--- src/charger_protection_pkg.sv ---
// Package for the charger protection control block: register map, field
// positions, reset values and timing counts.
// Assumes a 125 MHz system clock.
package charger_protection_pkg;

   // Register byte addresses on the Avalon-MM slave
   localparam logic [7:0] CONTROL_ADDR = 8'h00;
   localparam logic [7:0] STATUS_ADDR = 8'h04;
   localparam logic [7:0] IRQ_FLAG_ADDR = 8'h08;
   localparam logic [7:0] IRQ_MASK_ADDR = 8'h0c;
   localparam logic [7:0] SETTING_ADDR = 8'h10;

   // Control register fields
   localparam int LIMITER_DISABLE_BIT = 0;
   localparam int BUDGET_LSB = 1;
   localparam int REVERSE_BIT = 3;
   localparam int TRICKLE_BIT = 4;
   localparam int SW_MODE_BIT = 5;
   localparam int CHARGE_EN_BIT = 6;
   localparam int FACTORY_BIT = 7;
   localparam logic [7:0] CONTROL_RESET = 8'h00;

   // Setting register: charge current code [3:0], charge voltage code [6:4]
   localparam int VOLT_LSB = 4;
   localparam logic [3:0] CURRENT_RESET = 4'h1;
   localparam logic [2:0] VOLT_RESET = 3'h3;

   // Interrupt flag and mask bits
   localparam int FAULT_IRQ_BIT = 0;
   localparam int VBUS_IRQ_BIT = 1;
   localparam int SHORT_IRQ_BIT = 2;
   localparam int REVCUR_IRQ_BIT = 3;
   localparam logic [3:0] MASK_RESET = 4'h0;

   localparam logic [1:0] FAULT_NONE = 2'h0;
   localparam logic [1:0] FAULT_CHARGER = 2'h1;

   // Power budget in mW per budget select code
   localparam logic [11:0] BUDGET_0_MW = 12'h258;
   localparam logic [11:0] BUDGET_1_MW = 12'h320;
   localparam logic [11:0] BUDGET_2_MW = 12'h3e8;
   localparam logic [11:0] BUDGET_3_MW = 12'h4b0;
   localparam logic [1:0] BUDGET_RESET = 2'h0;

   // Duty cycle in tenths; the minimum is 10 %
   localparam logic [3:0] DUTY_MIN = 4'h1;
   localparam logic [3:0] DUTY_FULL = 4'ha;

   // Timing
   localparam int unsigned CLK_KHZ = 125000;
   localparam int unsigned OV_DEBOUNCE_MS = 10;
   localparam int unsigned CONTROL_PERIOD_MS = 500;
   localparam int unsigned BLANKING_MS = 1500;
   localparam int unsigned SLOW_SHORT_US = 1000;
   localparam int unsigned FAST_SHORT_US = 100;
   localparam int unsigned OV_DEBOUNCE_CYC = OV_DEBOUNCE_MS * CLK_KHZ;
   localparam int unsigned CONTROL_PERIOD_CYC = CONTROL_PERIOD_MS * CLK_KHZ;
   localparam int unsigned BLANKING_CYC = BLANKING_MS * CLK_KHZ;
   localparam int unsigned SLOW_SHORT_CYC = (SLOW_SHORT_US * CLK_KHZ + 999) / 1000;
   localparam int unsigned FAST_SHORT_CYC = (FAST_SHORT_US * CLK_KHZ + 999) / 1000;

endpackage : charger_protection_pkg

--- src/charger_protection_control.sv ---
// Charger protection control: over-voltage cut-off, power limiter, reverse
// supply protection and trickle source selection, with an Avalon-MM slave.
// Assumes synchronous active-high reset and comparators from analog blocks.
// How it works
// - On raw charger over-voltage open both series FETs and close battery FET.
// - Resume after over-voltage absent beyond 10 ms, restoring programmed settings.
// - Over-voltage raises charger fault flag and sets fault status to 01.
// - FET control acts directly; any synchronised pulse also sets the fault state.
// - VBUS over-voltage disconnects USB circuitry and raises its flag.
// - Over-budget limiter duty-cycles series FETs and forces battery FET on.
// - Limiter updates its duty decision every 500 ms period.
// - If even 10 % duty is too much, disable path and raise fault 01.
// - Budget select 00/01/10/11 gives 600/800/1000/1200 mW, reset 00.
// - Limiter disable bit turns the limiter off; software then estimates.
// - Limiter is off in serial-path factory mode and reverse mode.
// - 1500 ms blanking after charge enable, still faulting below minimum duty.
// - Reverse enable bit routes battery through charge path to accessory.
// - Reverse short slow 1.0 ms or fast 100 us disables path, raises flag.
// - Reverse current from accessory disables reverse path, raises flag.
// - Trickle current 40 mA below safe-charge, 80 mA up to safe-operate.
// - In software charging mode the trickle enable bit turns the source on.
// - Read-only config sense bit reads 1 for serial path, 0 single.
//
// Register access over Avalon-MM and the address map were decided locally.
`timescale 1ns/1ps
`default_nettype none
module charger_protection_control #(
   parameter int unsigned OV_DEBOUNCE_CYC = charger_protection_pkg::OV_DEBOUNCE_CYC,
   parameter int unsigned CONTROL_PERIOD_CYC = charger_protection_pkg::CONTROL_PERIOD_CYC,
   parameter int unsigned BLANKING_CYC = charger_protection_pkg::BLANKING_CYC,
   parameter int unsigned SLOW_SHORT_CYC = charger_protection_pkg::SLOW_SHORT_CYC,
   parameter int unsigned FAST_SHORT_CYC = charger_protection_pkg::FAST_SHORT_CYC
) (
   input wire logic clk,
   input wire logic reset,
   input wire logic [7:0] address,
   input wire logic read,
   input wire logic write,
   input wire logic [31:0] writedata,
   input wire logic [3:0] byteenable,
   output logic [31:0] readdata,
   output logic waitrequest,
   input wire logic raw_charger_overvoltage,
   input wire logic vbus_overvoltage,
   input wire logic [15:0] pass_power_mw,
   input wire logic short_slow_threshold,
   input wire logic short_fast_threshold,
   input wire logic accessory_reverse_current,
   input wire logic below_safe_charge_threshold,
   input wire logic below_safe_operate_threshold,
   input wire logic trickle_request,
   input wire logic system_fet_request,
   input wire logic charge_path_config_sense,
   output logic series_pass_fet_a,
   output logic series_pass_fet_b,
   output logic battery_system_fet,
   output logic usb_disconnect,
   output logic accessory_path_on,
   output logic trickle_source_on,
   output logic trickle_high_current,
   output logic [3:0] charge_current_setting,
   output logic [2:0] charge_voltage_setting,
   output logic charger_irq
);
   localparam int unsigned SLOT_CYC = CONTROL_PERIOD_CYC / 10;

   // Synchronised comparators
   logic ov_absent, ov_absent_held, vbus_ov, slow_lvl, slow_held, fast_lvl, fast_held;
   logic revcur, below_min, below_on, trickle_req, serial_path;

   sync_persist #(.COUNT(OV_DEBOUNCE_CYC), .INIT(1'b1)) u_ov (.clk(clk), .reset(reset),
      .comparator(!raw_charger_overvoltage), .level(ov_absent), .held(ov_absent_held));
   sync_persist #(.COUNT(1)) u_vbus (.clk(clk), .reset(reset),
      .comparator(vbus_overvoltage), .level(vbus_ov), .held());
   sync_persist #(.COUNT(SLOW_SHORT_CYC)) u_slow (.clk(clk), .reset(reset),
      .comparator(short_slow_threshold), .level(slow_lvl), .held(slow_held));
   sync_persist #(.COUNT(FAST_SHORT_CYC)) u_fast (.clk(clk), .reset(reset),
      .comparator(short_fast_threshold), .level(fast_lvl), .held(fast_held));
   sync_persist #(.COUNT(1)) u_rev (.clk(clk), .reset(reset),
      .comparator(accessory_reverse_current), .level(revcur), .held());
   sync_persist #(.COUNT(1)) u_min (.clk(clk), .reset(reset),
      .comparator(below_safe_charge_threshold), .level(below_min), .held());
   sync_persist #(.COUNT(1)) u_on (.clk(clk), .reset(reset),
      .comparator(below_safe_operate_threshold), .level(below_on), .held());
   sync_persist #(.COUNT(1)) u_trk (.clk(clk), .reset(reset),
      .comparator(trickle_request), .level(trickle_req), .held());
   sync_persist #(.COUNT(1)) u_cfg (.clk(clk), .reset(reset),
      .comparator(charge_path_config_sense), .level(serial_path), .held());

   // Register state
   logic [7:0] control_r, control_nxt;
   logic [6:0] setting_r, setting_nxt;
   logic [3:0] flags_r, flags_nxt, mask_r, mask_nxt;
   logic [31:0] readdata_r, readdata_nxt;
   logic wait_r, wait_nxt;
   // Protection state
   logic ov_fault_r, ov_fault_nxt, power_budget_select_fault_r, power_budget_select_fault_nxt, rev_fault_r, rev_fault_nxt;
   logic charge_on_d_r, blank_active;
   logic [31:0] blank_cnt_r, blank_cnt_nxt, period_cnt_r, period_cnt_nxt;
   logic [3:0] duty_r, duty_nxt, est_duty;
   logic [1:0] fault_status_r, fault_status_nxt;
   // Output flops
   logic fet_ab_r, fet_ab_nxt, sys_fet_r, sys_fet_nxt, usb_disc_r, acc_r, acc_nxt;
   logic trk_on_r, trk_on_nxt, trk_hi_r, trk_hi_nxt, irq_r;
   logic [3:0] cur_r, cur_nxt;
   logic [2:0] volt_r, volt_nxt;

   logic ov_now, charge_on, rev_on, lim_act, pwm_on, lim_chop;
   logic [11:0] budget_mw;
   logic [3:0] set_flags;
   logic bus_go;

   assign ov_now = !ov_absent;
   assign charge_on = control_r[charger_protection_pkg::CHARGE_EN_BIT] && !ov_fault_r
                      && !power_budget_select_fault_r && !control_r[charger_protection_pkg::REVERSE_BIT];
   assign rev_on = control_r[charger_protection_pkg::REVERSE_BIT] && !rev_fault_r;
   assign lim_act = charge_on && !control_r[charger_protection_pkg::LIMITER_DISABLE_BIT]
                    && !control_r[charger_protection_pkg::FACTORY_BIT];
   assign blank_active = (blank_cnt_r != 32'h0);
   assign pwm_on = (period_cnt_r < 32'(duty_r) * SLOT_CYC);
   assign lim_chop = lim_act && !blank_active && (duty_r != charger_protection_pkg::DUTY_FULL);

   // Budget lookup and duty estimate: largest tenth d with power*d <= budget*10
   always_comb begin
      case (control_r[charger_protection_pkg::BUDGET_LSB +: 2])
         2'h0: budget_mw = charger_protection_pkg::BUDGET_0_MW;
         2'h1: budget_mw = charger_protection_pkg::BUDGET_1_MW;
         2'h2: budget_mw = charger_protection_pkg::BUDGET_2_MW;
         default: budget_mw = charger_protection_pkg::BUDGET_3_MW;
      endcase
      est_duty = 4'h0;
      for (int d = 1; d <= 10; d++) begin
         if (20'(pass_power_mw) * 20'(d) <= 20'(budget_mw) * 20'ha) begin
            est_duty = 4'(d);
         end
      end
   end

   // Protection and limiter next state
   always_comb begin
      ov_fault_nxt = ov_fault_r;
      if (ov_now) begin
         ov_fault_nxt = 1'b1;
      end else if (ov_absent_held) begin
         ov_fault_nxt = 1'b0;
      end
      power_budget_select_fault_nxt = power_budget_select_fault_r;
      if (!control_r[charger_protection_pkg::CHARGE_EN_BIT]) begin
         power_budget_select_fault_nxt = 1'b0;
      end else if (lim_act && est_duty < charger_protection_pkg::DUTY_MIN) begin
         power_budget_select_fault_nxt = 1'b1;
      end
      rev_fault_nxt = rev_fault_r;
      if (!control_r[charger_protection_pkg::REVERSE_BIT]) begin
         rev_fault_nxt = 1'b0;
      end else if (slow_held || fast_held || revcur) begin
         rev_fault_nxt = 1'b1;
      end
      blank_cnt_nxt = blank_cnt_r;
      if (!charge_on) begin
         blank_cnt_nxt = 32'h0;
      end else if (!charge_on_d_r) begin
         blank_cnt_nxt = BLANKING_CYC;
      end else if (blank_active) begin
         blank_cnt_nxt = blank_cnt_r - 32'h1;
      end
      period_cnt_nxt = 32'h0;
      duty_nxt = charger_protection_pkg::DUTY_FULL;
      if (lim_act && !blank_active) begin
         duty_nxt = duty_r;
         if (period_cnt_r == CONTROL_PERIOD_CYC - 1) begin
            period_cnt_nxt = 32'h0;
         end else begin
            period_cnt_nxt = period_cnt_r + 32'h1;
         end
         if (period_cnt_r == 32'h0) begin
            duty_nxt = est_duty;
         end
      end
      fault_status_nxt = (ov_fault_nxt || power_budget_select_fault_nxt) ? charger_protection_pkg::FAULT_CHARGER
                                                          : charger_protection_pkg::FAULT_NONE;
      set_flags = 4'h0;
      set_flags[charger_protection_pkg::FAULT_IRQ_BIT] = (ov_now && !ov_fault_r)
                                                         || (power_budget_select_fault_nxt && !power_budget_select_fault_r);
      set_flags[charger_protection_pkg::VBUS_IRQ_BIT] = vbus_ov && !usb_disc_r;
      set_flags[charger_protection_pkg::SHORT_IRQ_BIT] = rev_on && (slow_held || fast_held);
      set_flags[charger_protection_pkg::REVCUR_IRQ_BIT] = rev_on && revcur;
      // FETs act on the synchronised level at once, ahead of any state
      fet_ab_nxt = !ov_now && ((charge_on && (!lim_chop || pwm_on)) || rev_on);
      sys_fet_nxt = system_fet_request || ov_now || ov_fault_r || lim_chop;
      acc_nxt = rev_on && !slow_held && !fast_held && !revcur;
      cur_nxt = charge_on ? setting_r[3:0] : 4'h0;
      volt_nxt = setting_r[charger_protection_pkg::VOLT_LSB +: 3];
      trk_on_nxt = trickle_req || (control_r[charger_protection_pkg::SW_MODE_BIT]
                   && control_r[charger_protection_pkg::TRICKLE_BIT]);
      trk_hi_nxt = !below_min && below_on;
   end

   // Avalon-MM slave: answer one cycle after the request, act on the acked edge
   assign bus_go = (read || write) && !wait_r;
   always_comb begin
      control_nxt = control_r;
      setting_nxt = setting_r;
      mask_nxt = mask_r;
      flags_nxt = flags_r;
      wait_nxt = 1'b1;
      readdata_nxt = readdata_r;
      if ((read || write) && wait_r) begin
         wait_nxt = 1'b0;
         case (address)
            charger_protection_pkg::CONTROL_ADDR: readdata_nxt = {24'h0, control_r};
            charger_protection_pkg::STATUS_ADDR: readdata_nxt = {23'h0, lim_chop, blank_active,
               rev_on, vbus_ov, ov_fault_r, trk_hi_r, serial_path, fault_status_r};
            charger_protection_pkg::IRQ_FLAG_ADDR: readdata_nxt = {28'h0, flags_r};
            charger_protection_pkg::IRQ_MASK_ADDR: readdata_nxt = {28'h0, mask_r};
            charger_protection_pkg::SETTING_ADDR: readdata_nxt = {25'h0, setting_r};
            default: readdata_nxt = 32'h0;
         endcase
      end
      if (bus_go && write && byteenable[0]) begin
         case (address)
            charger_protection_pkg::CONTROL_ADDR: control_nxt = writedata[7:0];
            charger_protection_pkg::IRQ_FLAG_ADDR: flags_nxt = flags_r & ~writedata[3:0];
            charger_protection_pkg::IRQ_MASK_ADDR: mask_nxt = writedata[3:0];
            charger_protection_pkg::SETTING_ADDR: setting_nxt = writedata[6:0];
            default: control_nxt = control_r;
         endcase
      end
      // A new event wins over a clear in the same cycle
      flags_nxt = flags_nxt | set_flags;
   end

   always_ff @(posedge clk) begin
      if (reset) begin
         control_r <= charger_protection_pkg::CONTROL_RESET;
         setting_r <= {charger_protection_pkg::VOLT_RESET, charger_protection_pkg::CURRENT_RESET};
         flags_r <= 4'h0;
         mask_r <= charger_protection_pkg::MASK_RESET;
         readdata_r <= 32'h0;
         wait_r <= 1'b1;
         ov_fault_r <= 1'b0;
         power_budget_select_fault_r <= 1'b0;
         rev_fault_r <= 1'b0;
         charge_on_d_r <= 1'b0;
         blank_cnt_r <= 32'h0;
         period_cnt_r <= 32'h0;
         duty_r <= charger_protection_pkg::DUTY_FULL;
         fault_status_r <= charger_protection_pkg::FAULT_NONE;
         fet_ab_r <= 1'b0;
         sys_fet_r <= 1'b0;
         usb_disc_r <= 1'b0;
         acc_r <= 1'b0;
         trk_on_r <= 1'b0;
         trk_hi_r <= 1'b0;
         cur_r <= 4'h0;
         volt_r <= charger_protection_pkg::VOLT_RESET;
         irq_r <= 1'b0;
      end else begin
         control_r <= control_nxt;
         setting_r <= setting_nxt;
         flags_r <= flags_nxt;
         mask_r <= mask_nxt;
         readdata_r <= readdata_nxt;
         wait_r <= wait_nxt;
         ov_fault_r <= ov_fault_nxt;
         power_budget_select_fault_r <= power_budget_select_fault_nxt;
         rev_fault_r <= rev_fault_nxt;
         charge_on_d_r <= charge_on;
         blank_cnt_r <= blank_cnt_nxt;
         period_cnt_r <= period_cnt_nxt;
         duty_r <= duty_nxt;
         fault_status_r <= fault_status_nxt;
         fet_ab_r <= fet_ab_nxt;
         sys_fet_r <= sys_fet_nxt;
         usb_disc_r <= vbus_ov;
         acc_r <= acc_nxt;
         trk_on_r <= trk_on_nxt;
         trk_hi_r <= trk_hi_nxt;
         cur_r <= cur_nxt;
         volt_r <= volt_nxt;
         irq_r <= |(flags_r & ~mask_r);
      end
   end

   assign readdata = readdata_r;
   assign waitrequest = wait_r;
   assign series_pass_fet_a = fet_ab_r;
   assign series_pass_fet_b = fet_ab_r;
   assign battery_system_fet = sys_fet_r;
   assign usb_disconnect = usb_disc_r;
   assign accessory_path_on = acc_r;
   assign trickle_source_on = trk_on_r;
   assign trickle_high_current = trk_hi_r;
   assign charge_current_setting = cur_r;
   assign charge_voltage_setting = volt_r;
   assign charger_irq = irq_r;
endmodule : charger_protection_control
`default_nettype wire

--- src/sync_persist.sv ---
// Two-flop synchroniser with a persistence counter.
// Assumes one clock; the comparator input may change at any time.
`timescale 1ns/1ps
`default_nettype none
module sync_persist #(
   parameter int unsigned COUNT = 1,
   parameter logic INIT = 1'b0
) (
   input wire logic clk,
   input wire logic reset,
   input wire logic comparator,
   output logic level,
   output logic held
);
   logic meta_r;
   logic level_r;
   logic [31:0] cnt_r;
   logic [31:0] cnt_nxt;

   always_comb begin
      if (!level_r) begin
         cnt_nxt = 32'h0;
      end else if (cnt_r != COUNT) begin
         cnt_nxt = cnt_r + 32'h1;
      end else begin
         cnt_nxt = cnt_r;
      end
   end

   always_ff @(posedge clk) begin
      if (reset) begin
         meta_r <= INIT;
         level_r <= INIT;
         cnt_r <= 32'h0;
      end else begin
         meta_r <= comparator;
         level_r <= meta_r;
         cnt_r <= cnt_nxt;
      end
   end

   assign level = level_r;
   // Counts only after the synchronised level, never the first flop
   assign held = (cnt_r == COUNT);
endmodule : sync_persist
`default_nettype wire
--- config.mk ---
export PLATFORM = sky130hd
export DESIGN_NAME = charger_protection_control
export DESIGN_NICKNAME = d
export VERILOG_FILES = /design/src/charger_protection_pkg.sv /design/src/charger_protection_control.sv /design/src/sync_persist.sv
export SDC_FILE = /design/constraint.sdc
export NUM_CORES = 1
export LEC_CHECK = 0
export ABC_AREA = 1
export ABC_CLOCK_PERIOD_IN_PS = 13400
export BUFFER_PORTS_ARGS = -buffer_cell sky130_fd_sc_hd__buf_2
export CAP_MARGIN = 20
export CORE_MARGIN = 2
export CORE_UTILIZATION = 40
export DETAILED_ROUTE_END_ITERATION = 12
export GPL_ROUTABILITY_DRIVEN = 0
export GPL_TIMING_DRIVEN = 0
export HOLD_SLACK_MARGIN = 0.15
export SETUP_SLACK_MARGIN = 0.5
export SLEW_MARGIN = 20
export SYNTH_ARGS = -nofsm -noshare
export SYNTH_HDL_FRONTEND = slang
export SYNTH_HIERARCHICAL = 1
export SYNTH_SLANG_ARGS = --single-unit
--- constraint.sdc ---
create_clock -name clk -period 13.4 [get_ports clk]
set_clock_uncertainty 0.1 [all_clocks]
set_input_delay 0.67 -clock clk [delete_from_list [all_inputs] [get_ports clk]]
set_output_delay 0.67 -clock clk [all_outputs]
set_load 0.03 [all_outputs]
==> flow_summary.ini <==
[global_route]
grt_max_degree = 23
grtUsageMet1_pct = 30.8
globalRouteMet3Util_pct = 3.43
grt_first_pass_wirelength_mm = 94.4
overflow = 0
grtUsageTotal_pct = 21.6
grt.busiest_layer = met2
met2_usage_pct = 33.5
antenna_found_initial = 2
grt_pass1_vias = 18400

[worst_setup_path]
path_class = flop to flop
path_max_fanout = 10
startpoint_type = flop
cp.required_ps = 13800
worstPathArrival_ps = 5810
endpoint_kind = flop

[power_and_ir_drop]
swShare_pct = 29.7
leakage_nw = 10.6
power_frac_comb_pct = 22.2
power_density_nw_per_um2 = 86.6
clkPwrFrac_pct = 42.4
intPower_mw = 1.40
peakVddDrop_mv = 0.0861
power_switching_mw = 0.592
p_seq_share_pct = 35.4

[clocking]
clkSlewWorstSetupHoldPaths_ps = 60
ctsResizeCount = 0
clockBufferDepth = 3
cts_tree = done
htree_levels = 1
postCtsHoldBufs = 0
cts.sink_count = 234
insertion_delay_ps = 550
cts_buffers = 28
post_cts_buffers = 0
root_buffer = clkbuf_16

[detailed_routing]
vias_per_cell = 4.94
drt_iter0_markers = 1367
via_count = 19800
dr.pass1.iters = 6
drc = 0
avgRoutedWirePerCell_microns = 14.4
drt-total-wl_mm = 57.7
ant_nets = 0

[place]
io_buffer_count = 71
dp_cells = 3962
dp_hpwl_mm = 45.4
place_area_sq_um = 22000

[cells_and_area]
mostFrequentLayoutCells = 803 x nand2_1, 467 x nor2_1, 431 x inv_1, 260 x ha_1, 255 x a21oi_1
nets = 3673
layout_commonest_cell = nand2_1
finalInstanceArea_sq_um = 23000
fin_cells = 4014
drive_gt1_share_pct = 8.10
syn_to_final_growth_pct = 11.3

[yosys]
synthesis.area_sq_um = 20700
syn_avg_cell_area_sq_um = 6.48
syn_inst = 3189
ys_warn_count = 6

[outcome]
outcome = finished clean

[sta]
setup_violations = 0
rsz0062_at_grt = false
fin_crit_sh_pct = 40.4
finalHoldViolCount = 0
final.min_clock_period_ps = 5410
slew_violations = 0
timing.setup.tns_ps = 0
worst_slew_pin_slew_ps = 1060
max_freq_mhz = 185
relSlewSlack_pct = 28.8

[die]
start_util_pct = 40.4
rows = 83
die_y_microns = 231
core_area_sq_um = 51200
io_pins = 122
die_area_sq_um = 53500
die_w_microns = 231

[flow_run]
cap_violations = 0

[min_path]
hold_class = primary input to flop
-- path summary, 6_finish.rpt --
kind,to,from,slack (ps),depth (start not counted)
setup / recovery,fault_status_r[0]$_SDFF_PP0_,control_r[1]$_SDFFE_PP0P_,7990,24
hold / removal,u_min/meta_r$_SDFF_PP0_,below_safe_charge_threshold,220,3
setup reg to reg,fault_status_r[0]$_SDFF_PP0_,control_r[1]$_SDFFE_PP0P_,7990,24
hold reg to reg,trickle_high_current$_SDFF_PP0_,u_min/level$_SDFF_PP0_,280,1
-- power groups by stage --
stage	clock network [mW]	logic (mW)	registers (mW)
2_1_floorplan	0	0.327	0.722
3_3_place_gp	0	0.436	0.720
3_5_place_dp	0	0.440	0.720
4_1_cts	0.873	0.442	0.704
5_1_grt	0.897	0.514	0.705
6_report	0.845	0.442	0.705
-- flip-flops by register name (all words and copies together), names as in the netlist, 7 cells and up --
| signal | count |
|---|---|
| u_ov/cnt_r | 32 |
| u_slow/cnt_r | 32 |
| setting_r | 7 |
| period_cnt_r | 32 |
| blank_cnt_r | 32 |
| readdata | 9 |
| u_fast/cnt_r | 32 |
| control_r | 8 |
-- per-layer routing --
| layer | routed length, microns | part of all wire [%] |
|---|---|---|
| met5 | 0 | 0 |
| met4 | 1420 | 2.5 |
| met3 | 3000 | 5.2 |
| met2 | 24100 | 42 |
| met1 | 29100 | 50 |
-- through the flow --
step	worst slack, ps	util, %	hold WS [ps]	total power, mW
final	7990	44.9	219	1.99
after global routing	7580	44.9	203	2.12
after CTS	7980	44.9	179	2.02
after detailed placement	7990	42.9	276	1.16
after global placement	8010	42.9	272	1.16
after floorplan	9070	-	267	1.05
-- critical path, cell delays in order, from the launching register on --
cell and delay [ps]:
dfxtp_1 580, inv_1 340, ha_1 320, nor2_1 820
xnor2_1 140, ha_1 340, nand2_1 150, nand2_1 410
ha_1 480, nand4_1 120, nor3_1 260, nor2_1 70
nand2_1 70, nand2_1 40, nand2_1 50, nand2_1 60
nand2_1 70, inv_1 40, nand2_1 90, nand2_1 100
nor3_1 220, nand4_1 170, o21bai_1 170, nand2_1 90
nand2_1 60
-- area by class of cell --
cell class	count	area, sq um
Fill cell	5439	28200
Multi-Input combinational cell	2492	14100
Sequential cell	234	4680
Inverter	437	1640
Tap cell	680	851
Clock buffer	36	802
Timing Repair Buffer	71	355
Buffer	48	295
Clock inverter	14	226
Antenna cell	2	5.00
(Power assumes the default switching activity.)
